<file path="config.mk">
export PLATFORM = sky130hd
export DESIGN_NAME = chrb_register_bank
export DESIGN_NICKNAME = d
export VERILOG_FILES = /design/src/core/chrb_pkg.sv /design/src/core/chrb_register_bank.sv
export VERILOG_INCLUDE_DIRS = /design/src /design/src/core
export SDC_FILE = /design/constraint.sdc
export NUM_CORES = 1
export LEC_CHECK = 0
export BUFFER_PORTS_ARGS = -buffer_cell sky130_fd_sc_hd__buf_2
export CAP_MARGIN = 20
export CORE_ASPECT_RATIO = 0.6
export CORE_MARGIN = 3
export CORE_UTILIZATION = 60
export CTS_CLUSTER_SIZE = 24
export DETAILED_ROUTE_END_ITERATION = 10
export PLACE_DENSITY = 0.89
export RECOVER_POWER = 50
export SYNTH_ARGS = -nofsm -noshare
export SYNTH_HDL_FRONTEND = slang
export SYNTH_SLANG_ARGS = --single-unit
</file>
<file path="constraint.sdc">
create_clock -name clock -period 4.28 [get_ports clock]
set_input_delay 0.428 -clock clock [delete_from_list [all_inputs] [get_ports clock]]
set_output_delay 0.428 -clock clock [all_outputs]
set_load 0.005 [all_outputs]
</file>
<file path="src/core/chrb_params.svh">
// constants for the charger control register bank
// Operation
// - target answers at seven-bit address 0x6B
// - offsets 0-7 writable, 8-A read-only
// - input bit 7 enables high impedance
// - voltage limit bits 6:3, reset 1011
// - current limit code bits 2:0 decode
// - default current code follows detected source
// - applied current limit is lower one
// - register reset bit restores field defaults
// - boost enable overrides charge enable
// - bit 4 enables battery charging
// - minimum system voltage bits 3:1, 101
// - fast charge current bits 7:2, 011000
// - bit 1 selects boost cold threshold
// - force bit scales charge currents down
// - reset values 0x58, 0x1B, 0x60
`ifndef CHRB_PARAMS_SVH
`define CHRB_PARAMS_SVH
`define CHRB_TARGET_ADDR 7'h6B
`define CHRB_OFS_INPUT 8'h00
`define CHRB_OFS_POWER 8'h01
`define CHRB_OFS_CHARGE 8'h02
`define CHRB_OFS_LAST_RW 8'h07
`define CHRB_OFS_LAST_RO 8'h0A
`define CHRB_RST_INPUT 8'h58
`define CHRB_RST_POWER 8'h1B
`define CHRB_RST_CHARGE 8'h60
`define CHRB_BIT_HIZ 7
`define CHRB_BIT_REGRST 7
`define CHRB_BIT_WDRST 6
`define CHRB_BIT_BOOST 5
`define CHRB_BIT_CHG 4
`define CHRB_BIT_COLD 1
`define CHRB_BIT_FORCE 0
`define CHRB_INLIM_SDP 3'h2
`define CHRB_INLIM_DCP 3'h5
`define CHRB_INLIM_DIV12 3'h6
`define CHRB_INLIM_DIV3 3'h4
`endif

</file>
<file path="src/core/chrb_pkg.sv">
// types for the charger control register bank
package chrb_pkg;
  typedef enum logic [1:0] {CHRB_SRC_SDP, CHRB_SRC_DCP, CHRB_SRC_DIV12, CHRB_SRC_DIV3} chrb_src_t;
  typedef enum logic [2:0] {CHRB_IDLE, CHRB_ADDR, CHRB_ACK, CHRB_WRX, CHRB_RTX, CHRB_RACK,
    CHRB_SKIP} chrb_state_t;
endpackage : chrb_pkg

</file>
<file path="src/core/chrb_register_bank.sv">
// I2C target with the input, power-on and charge current registers
`timescale 1ns/1ns
`include "chrb_params.svh"
module chrb_register_bank (
  input wire logic clock,
  input wire logic resetn,
  input wire logic scl_in,
  input wire logic sda_in,
  output logic sda_out,
  output logic sda_oe,
  input wire chrb_pkg::chrb_src_t detected_source,
  input wire logic [2:0] external_current_limit_pin,
  input wire logic [7:0] status_reg8,
  input wire logic [7:0] status_reg9,
  input wire logic [7:0] status_reg10,
  output logic [7:0] ext_wr_data,
  output logic [2:0] ext_wr_offset,
  output logic ext_wr_strobe,
  input wire logic [7:0] ext_rd_data,
  output logic high_impedance_enable,
  output logic [3:0] input_voltage_limit,
  output logic [2:0] input_current_limit,
  output logic [2:0] applied_current_limit,
  output logic watchdog_reset_pulse,
  output logic boost_output_enable,
  output logic charge_enable,
  output logic [2:0] minimum_system_voltage,
  output logic [5:0] fast_charge_current,
  output logic boost_cold_select,
  output logic reduced_charge_current_force
);
  import chrb_pkg::*;

  // three-stage synchronisers; a change counts once stages two and three agree
  logic [2:0] scl_s_q, sda_s_q;
  logic scl_q, sda_q, scl_prev_q, sda_prev_q;
  always_ff @(posedge clock or negedge resetn)
  begin
    if (!resetn)
    begin
      scl_s_q <= 3'h7;
      sda_s_q <= 3'h7;
    end
    else
    begin
      scl_s_q <= {scl_s_q[1:0], scl_in};
      sda_s_q <= {sda_s_q[1:0], sda_in};
    end
  end

  // filtered levels keep the old value while stages disagree
  wire scl_d = (scl_s_q[1] == scl_s_q[2]) ? scl_s_q[2] : scl_q;
  wire sda_d = (sda_s_q[1] == sda_s_q[2]) ? sda_s_q[2] : sda_q;
  always_ff @(posedge clock or negedge resetn)
  begin
    if (!resetn)
    begin
      scl_q <= 1'b1;
      sda_q <= 1'b1;
      scl_prev_q <= 1'b1;
      sda_prev_q <= 1'b1;
    end
    else
    begin
      scl_q <= scl_d;
      sda_q <= sda_d;
      scl_prev_q <= scl_q;
      sda_prev_q <= sda_q;
    end
  end

  // bus events
  wire scl_rise = scl_q && !scl_prev_q;
  wire scl_fall = !scl_q && scl_prev_q;
  wire start_cond = scl_q && scl_prev_q && !sda_q && sda_prev_q;
  wire stop_cond = scl_q && scl_prev_q && sda_q && !sda_prev_q;

  // protocol state
  chrb_state_t state_q;
  logic [7:0] shift_q, ptr_q, tx_q;
  logic [3:0] bit_q;
  logic first_q, rw_q, ack_q, nack_q;

  wire byte_done = scl_rise && (bit_q == 4'h7);
  wire [7:0] rx_byte = {shift_q[6:0], sda_q};
  wire addr_hit = (rx_byte[7:1] == `CHRB_TARGET_ADDR);
  wire in_range = (ptr_q <= `CHRB_OFS_LAST_RO);
  wire ptr_writable = (ptr_q <= `CHRB_OFS_LAST_RW);

  // register file
  logic [7:0] input_q, power_q, charge_q;
  logic [7:0] input_d, power_d, charge_d;
  logic [7:0] rd_mux;
  logic wdrst_q;
  // one-shot flag: the first edge after reset loads the source default, as a register reset write also does
  logic boot_q;

  wire [2:0] curlim_default = (detected_source == CHRB_SRC_SDP) ? `CHRB_INLIM_SDP :
    (detected_source == CHRB_SRC_DCP) ? `CHRB_INLIM_DCP :
    (detected_source == CHRB_SRC_DIV12) ? `CHRB_INLIM_DIV12 : `CHRB_INLIM_DIV3;
  wire [7:0] input_default = {`CHRB_RST_INPUT & 8'hF8} | {5'h00, curlim_default};

  // write decode, a write takes effect on the data byte's eighth clock
  wire wr_fire = (state_q == CHRB_WRX) && byte_done && !first_q && ptr_writable;
  wire wr_in = wr_fire && (ptr_q == `CHRB_OFS_INPUT);
  wire wr_pw = wr_fire && (ptr_q == `CHRB_OFS_POWER);
  wire wr_ch = wr_fire && (ptr_q == `CHRB_OFS_CHARGE);
  wire reg_reset = wr_pw && rx_byte[`CHRB_BIT_REGRST];

  // next register values; reset bit and watchdog bit self-clear
  always_comb
  begin
    input_d = input_q;
    power_d = power_q;
    charge_d = charge_q;
    if (reg_reset)
    begin
      input_d = input_default;
      power_d = `CHRB_RST_POWER;
      charge_d = `CHRB_RST_CHARGE;
    end
    else
    begin
      if (wr_in)
        input_d = rx_byte;
      if (wr_pw)
        power_d = {2'b00, rx_byte[5:1], 1'b1};
      if (wr_ch)
        charge_d = rx_byte;
    end
  end

  // reset values; input limit default loaded after release via
  always_ff @(posedge clock or negedge resetn)
  begin
    if (!resetn)
    begin
      input_q <= `CHRB_RST_INPUT;
      power_q <= `CHRB_RST_POWER;
      charge_q <= `CHRB_RST_CHARGE;
      wdrst_q <= 1'b0;
      first_q <= 1'b1;
      boot_q <= 1'b1;
    end
    else
    begin
      boot_q <= 1'b0;
      input_q <= boot_q ? input_default : input_d;
      power_q <= power_d;
      charge_q <= charge_d;
      wdrst_q <= wr_pw && !reg_reset && rx_byte[`CHRB_BIT_WDRST];
      first_q <= (state_q == CHRB_ADDR) ? 1'b1 :
        ((state_q == CHRB_WRX) && byte_done) ? 1'b0 : (first_q && state_q != CHRB_IDLE);
    end
  end

  // read mux, offsets 3-7 belong to the bank beyond this block
  assign rd_mux = !in_range ? 8'h00 :
    (ptr_q == `CHRB_OFS_INPUT) ? input_q :
    (ptr_q == `CHRB_OFS_POWER) ? power_q :
    (ptr_q == `CHRB_OFS_CHARGE) ? charge_q :
    (ptr_q == 8'h08) ? status_reg8 :
    (ptr_q == 8'h09) ? status_reg9 :
    (ptr_q == 8'h0A) ? status_reg10 : ext_rd_data;

  always_ff @(posedge clock or negedge resetn)
  begin
    if (!resetn)
    begin
      state_q <= CHRB_IDLE;
      shift_q <= 8'h00;
      bit_q <= 4'h0;
      ptr_q <= 8'h00;
      rw_q <= 1'b0;
      ack_q <= 1'b0;
      tx_q <= 8'h00;
      nack_q <= 1'b0;
    end
    else if (start_cond)
    begin
      state_q <= CHRB_ADDR;
      bit_q <= 4'h0;
      ack_q <= 1'b0;
    end
    else if (stop_cond)
    begin
      state_q <= CHRB_IDLE;
      ack_q <= 1'b0;
    end
    else
    begin
      case (state_q)
        CHRB_IDLE: ack_q <= 1'b0;
        CHRB_ADDR, CHRB_WRX:
        begin
          if (scl_rise)
          begin
            shift_q <= rx_byte;
            bit_q <= bit_q + 4'h1;
          end
          if (byte_done)
          begin
            if (state_q == CHRB_ADDR)
            begin
              rw_q <= rx_byte[0];
              state_q <= addr_hit ? CHRB_ACK : CHRB_SKIP;
            end
            else
            begin
              state_q <= CHRB_ACK;
              if (first_q)
                ptr_q <= rx_byte;
              else
                ptr_q <= ptr_q + 8'h01;
            end
          end
        end
        CHRB_ACK:
        begin
          // drive ack low through the ninth clock
          if (scl_fall)
            ack_q <= !ack_q;
          if (scl_fall && ack_q)
          begin
            bit_q <= 4'h0;
            if (rw_q)
            begin
              state_q <= CHRB_RTX;
              tx_q <= rd_mux;
              ack_q <= 1'b0;
            end
            else
              state_q <= CHRB_WRX;
          end
        end
        CHRB_RTX:
        begin
          if (scl_fall)
          begin
            bit_q <= bit_q + 4'h1;
            tx_q <= {tx_q[6:0], 1'b0};
            if (bit_q == 4'h7)
              state_q <= CHRB_RACK;
          end
        end
        CHRB_RACK:
        begin
          // pointer steps on the acknowledge clock so the next byte loads fresh data
          if (scl_rise)
          begin
            nack_q <= sda_q;
            ptr_q <= ptr_q + 8'h01;
          end
          if (scl_fall)
          begin
            bit_q <= 4'h0;
            state_q <= nack_q ? CHRB_SKIP : CHRB_RTX;
            tx_q <= rd_mux;
          end
        end
        CHRB_SKIP: ack_q <= 1'b0;
        default: state_q <= CHRB_IDLE;
      endcase
    end
  end

  // second read byte loads after pointer step
  wire read_bit = (state_q == CHRB_RTX) ? tx_q[7] : 1'b1;
  // open drain: enable only while pulling low
  assign sda_out = 1'b0;
  assign sda_oe = ack_q || ((state_q == CHRB_RTX) && !read_bit);

  // offsets 3-7 pass to the outer bank
  assign ext_wr_strobe = wr_fire && (ptr_q > `CHRB_OFS_CHARGE);
  assign ext_wr_offset = ptr_q[2:0];
  assign ext_wr_data = rx_byte;

  assign high_impedance_enable = input_q[`CHRB_BIT_HIZ];
  assign input_voltage_limit = input_q[6:3];
  assign input_current_limit = input_q[2:0];
  // lower of register and pin limits
  assign applied_current_limit = (input_q[2:0] < external_current_limit_pin) ?
    input_q[2:0] : external_current_limit_pin;
  // pulse only; spacing is the host's duty
  assign watchdog_reset_pulse = wdrst_q;
  assign boost_output_enable = power_q[`CHRB_BIT_BOOST];
  assign charge_enable = power_q[`CHRB_BIT_CHG] && !power_q[`CHRB_BIT_BOOST];
  assign minimum_system_voltage = power_q[3:1];
  assign fast_charge_current = charge_q[7:2];
  assign boost_cold_select = charge_q[`CHRB_BIT_COLD];
  assign reduced_charge_current_force = charge_q[`CHRB_BIT_FORCE];
endmodule : chrb_register_bank

</file>
### Word level (Yosys, flattened, before mapping)

Cells that the tools add are included.

* add/sub/neg operators: 2
* equal/unequal tests: 35
* bitwise gates (word level): 2
* reductions and logical operators: 52
* muxes and demuxes: 56
* order comparisons: 4

Operators with widths (count)
* $mux 8: 22
* $mux 3: 12
* $eq 8x4->1 const B: 3
* $mux 4: 6
* $pmux 8 s3: 1
* $logic_and 1x1->1: 22
* $ne 4x4->1 const B: 5
* $reduce_and 6->1: 3
* $ne 2x2->1 const B: 8
* $pmux 4 s4: 1
* $pmux 8 s2: 1
* $pmux 3 s5: 1
* $ne 3x3->1 const B: 4
* $eq 3x3->1 const B: 3
* $logic_not 1->1: 9
* $reduce_bool 3->1: 3
* $add 8x1->8 const B: 1
* $eq 8x1->1 const B: 1
* $eq 8x2->1 const B: 1
* $gt 8x2->1 const B: 1
* $le 8x3->1 const B: 1
* $le 8x4->1 const B: 1
* $logic_not 8->1: 1
* $mux 1: 8
* other kinds (23): 32

* word-level logic and storage cells: 171
* output and inout bits: 39
* register bits: 70
* input port bits: 41

### Longest topological paths before layout

* depth in word-level cells: 11
* mapped depth: 10
* depth with buffers taken out: 7

### Worst setup path after synthesis

No wires, ideal clock.

* path kind: reg2reg
* start: reg ptr_q[1]
* end: reg tx_q[3]
* clock period less this slack: 2.342 ns
* buffers on the path: 2
* data required time: 4.185 ns
* arrival time: 2.246 ns
* stages on the path, launching flop included: 10
* slack: 1.938 ns
* library setup time: 0.095 ns
* path through: dfrtp_1 clkbuf_1 inv_1 ha_1 or2_2 clkbuf_2 o21ai_0 a2111oi_0 or4_1 o31ai_1

* word-level cells in the longest chain between the ends: 11
* elaborated cells on any way between the ends: 18
* those cells by class: order compare (1); eq/ne (5); mux (11); reduce/logical (1)

RTL lines
* start, declared: line chrb_register_bank.sv:80 `logic [7:0] shift_q, ptr_q, tx_q;`
* start signal, assigned: line chrb_register_bank.sv:212 `ptr_q <= rx_byte;`
* start signal, assigned: line chrb_register_bank.sv:214 `ptr_q <= ptr_q + 8'h01;`
* start signal, assigned: line chrb_register_bank.sv:252 `ptr_q <= ptr_q + 8'h01;`
* $eq 8x4->1: line chrb_register_bank.sv:164 `(ptr_q == 8'h0A) ? status_reg10 : ext_rd_data;`
* $mux 8: line chrb_register_bank.sv:164
* $mux 8: line chrb_register_bank.sv:163 `(ptr_q == 8'h09) ? status_reg9 :`
* $mux 8: line chrb_register_bank.sv:162 `(ptr_q == 8'h08) ? status_reg8 :`
* $mux 8: line chrb_register_bank.sv:161 `` (ptr_q == `CHRB_OFS_CHARGE) ? charge_q : ``
* $mux 8: line chrb_register_bank.sv:160 `` (ptr_q == `CHRB_OFS_POWER) ? power_q : ``
* $mux 8: line chrb_register_bank.sv:159 `` (ptr_q == `CHRB_OFS_INPUT) ? input_q : ``
* $mux 8 *: line chrb_register_bank.sv:158 `assign rd_mux = !in_range ? 8'h00 :`
* $mux 8: line chrb_register_bank.sv:226 `if (rw_q)`
* $mux 8: line chrb_register_bank.sv:223 `if (scl_fall && ack_q)`
* $pmux 8 s3 *: line chrb_register_bank.sv:192 `case (state_q)`
* end signal, assigned: line chrb_register_bank.sv:229 `tx_q <= rd_mux;`
* end signal, assigned: line chrb_register_bank.sv:241 `tx_q <= {tx_q[6:0], 1'b0};`
* end signal, assigned: line chrb_register_bank.sv:258 `tx_q <= rd_mux;`
* end, declared: line chrb_register_bank.sv:80

Mark *: on every way between the ends. The rest lies on a longest branch, timed or not. The select of a mux whose other input is x is not followed.
A chain may end at the register's enable or synchronous reset.

==> flow_summary.yaml <==
status:
  outcome: "complete, but fails checks"
  violations: "capacitance limit, slew limit"
pwr:
  intPower_w: 0.00170
  comb_power_share_pct: 39.7
  swShare_pct: 43.7
  vdd_drop_max_mv: 0.487
  seq_power_share_pct: 35.0
  leakagePower_nw: 2.21
  clkPwrFrac_pct: 25.3
  powerDensity_mw_per_mm2: 620
  switchingPower_w: 0.00132
synthesis:
  synthArstFlopShare_pct: 100
  synth_cell_types: 68
  ys_seq_area_share_pct: 40.2
  synthAdderAreaFrac_pct: 2.84
  syn_area_per_cell_sq_um: 9.11
  synthXorXnorAreaFrac_pct: 0.207
  ys_ff_latch: 67
  synth_top_family_by_area: "compound AO/OA/AOI/OAI gates"
  synth_area_sq_mm: 0.00423
  synth-compound-area-share_pct: 21.7
  synth_edf_count: 0
  synthFlopType: "dfrtp_1"
  yosys.area_share.simple_pct: 20.9
  syn_inst: 465
  yosys_warnings: 0
  synthMuxAreaShare_pct: 7.89
floorplanning:
  rows: 23
  die_y_um: 71.1
  dieArea_sq_mm: 0.00813
  start_util_pct: 62.6
  die_x_um: 114
  core_area_sq_mm: 0.00676
  io-pin-count: 80
global_route:
  grt_max_degree: 41
  grt_first_pass_wirelength_mm: 20.2
  grt_pass1_vias: 3817
  grt-ovfl-total: 0
  track_usage_pct: 32.1
  antenna_found_initial: 0
clock_network:
  clk_path_buf_depth: 2
  clock_latency_ps: 340
  clk_pin_slew_ps: 60
  cts_buffers: 9
  cts_sinks: 67
  root_buffer: "clkbuf_16"
  postCtsSetupRepairBufs: 0
  postCtsHoldBufs: 0
  cts_tree: "yes"
  cts_max_level: 3
  post_cts_resized: 0
job:
  drv_cap: 1
finish:
  drive_gt1_share_pct: 25.1
  final_nets: 574
  area_growth_pct: 15.2
  design_area_sq_mm: 0.00488
  final_common_cell: "buf_2"
  most-common-layout-cells: "buf_2 (74), dfrtp_1 (47), a21oi_1 (42)"
  insertedDiodeCount: 0
  fin_cells: 617
route:
  dr.pass1.iters: 6
  finalWirelength_mm: 12.6
  vias_per_cell: 6.57
  route.detailed.drc: 0
  wl_per_cell_um: 20.5
  vias: 4056
  dr.first_iter.drc_count: 461
  drtAntennaViolNets: 0
place:
  port-buffer-count: 78
  gp_congestion: 0.951
  hpwlAfterDp_mm: 9.08
  place_inst: 600
  place_area_sq_mm: 0.00457
worst_setup_path:
  path_buf_inv: 2
  crit_path_max_fanout: 40
  path_delay_family: "buffers and inverters"
  slowest_delay_ps: 1500
  required_ps: 4470
  setup.worst_path.end_class: "asynchronous set/reset pin"
  cp_cell_sequence: "clkbuf_1 -> clkbuf_1"
  cp_slowest_cell: "clkbuf_1"
  startpoint_type: "primary input"
  worst-setup-path-type: "in2async"
  cpMostUsedCell: "clkbuf_1"
  cp_data_arrival_time_ps: 3110
timing:
  setup_tns_ps: 0
  fmax_mhz: 343
  slew_headroom_pct: -43.2
  rsz0062_at_grt: "false"
  hold_viol_final: 0
  min_period_over_period_pct: 68.1
  drv_slew: 41
  worst_pin_slew_ps: 2150
  setup_viol: 0
  skew_ps: 8.11
  min_period_ps: 2920
min_path:
  hold_path.class: "in2reg"
routing by layer:
layer / share of wire (%) / wire (um) / up-vias / track usage, %
met5: 0 / 0 / - / 0
met4: 1.5 / 195 / 0 / 8.04
met3: 13 / 1610 / 25 / 9.91
met2: 42 / 5330 / 287 / 45.4
met1: 44 / 5500 / 1926 / 48.1
li1: - / - / 1818 / -
final cells by class:
type                            instances  area, sq um
Multi-Input combinational cell        344         2270
Clock buffer                            9          225
Inverter                               23         86.3
Sequential cell                        67         1700
Fill cell                             493         1890
Tap cell                               87          109
Timing Repair Buffer                   80          397
Clock inverter                          7         83.8
final timing paths:
kind                       slack [ps]                 endpoint  cells past startpoint                 start
max                              1360  charge_q[4]$_DFFE_PN0P_                      2                resetn
min                               180     sda_s_q[0]$_DFF_PN1_                      1                sda_in
max reg2reg                      1480   input_q[2]$_DFFE_PN0P_                      6  ptr_q[0]$_DFFE_PN0P_
min reg2reg                       360     sda_s_q[1]$_DFF_PN1_                      0  sda_s_q[0]$_DFF_PN1_
max in group clock               1480   input_q[2]$_DFFE_PN0P_                      6  ptr_q[0]$_DFFE_PN0P_
min in group asynchronous         720   state_q[2]$_DFFE_PN0P_                      1                resetn
flip-flops by register name, summed over array words and instances, names as in the netlist, 3 cells and up:
register / count
shift_q: 7
scl_s_q: 3
charge_q: 8
tx_q: 8
sda_s_q: 3
ptr_q: 8
input_q: 8
bit_q: 4
power_q: 5
state_q: 3
power groups by stage:
stage          sequential, W  clock (W)  combinational (W)
2_1_floorplan       0.000905          0           0.000933
3_3_place_gp         0.00104          0            0.00113
3_5_place_dp         0.00106          0            0.00115
4_1_cts              0.00105   0.000771            0.00117
5_1_grt              0.00108   0.000802            0.00130
6_report             0.00106   0.000767            0.00120
synth_stat cells, types with 7 or more instances:
| master | number | area (sq um) |
|---|---|---|
| mux2_2 | 11 | 124 |
| nor2b_1 | 11 | 68.8 |
| a21oi_1 | 42 | 210 |
| o21ai_0 | 25 | 125 |
| o22ai_1 | 10 | 62.6 |
| buf_2 | 7 | 35.0 |
| ha_1 | 8 | 100 |
| nand3b_1 | 7 | 52.6 |
| clkbuf_1 | 14 | 52.6 |
| dfstp_2 | 20 | 526 |
| nand3_1 | 13 | 65.1 |
| buf_4 | 8 | 60.1 |
| mux2i_1 | 21 | 210 |
| nand2_1 | 36 | 135 |
| nor2_1 | 39 | 146 |
| inv_1 | 23 | 86.3 |
| nand2b_1 | 10 | 62.6 |
| dfrtp_1 | 47 | 1180 |
| a31oi_1 | 9 | 56.3 |
through the flow:
stage	power, W	hold slack, ps	worst slack (ps)	utilization (%)
6_report	0.00303	184	1360	72.1
5_1_grt	0.00318	171	844	72.1
3_5_place_dp	0.00221	351	1580	67.6
4_1_cts	0.00299	175	1540	72.1
2_1_floorplan	0.00184	132	1940	-
3_3_place_gp	0.00217	349	1730	67.6
cells by family after synthesis:
| family | Yosys count |
|---|---|
| buffers and inverters | 55 |
| adders and majority gates | 10 |
| xor gates and xnor gates | 1 |
| and+or+nand+nor | 158 |
| AOI/OAI and AO/OA | 141 |
| DFF | 67 |
| muxes | 32 |
| other | 1 |
No activity file was read; power rests on OpenSTA's default activity.
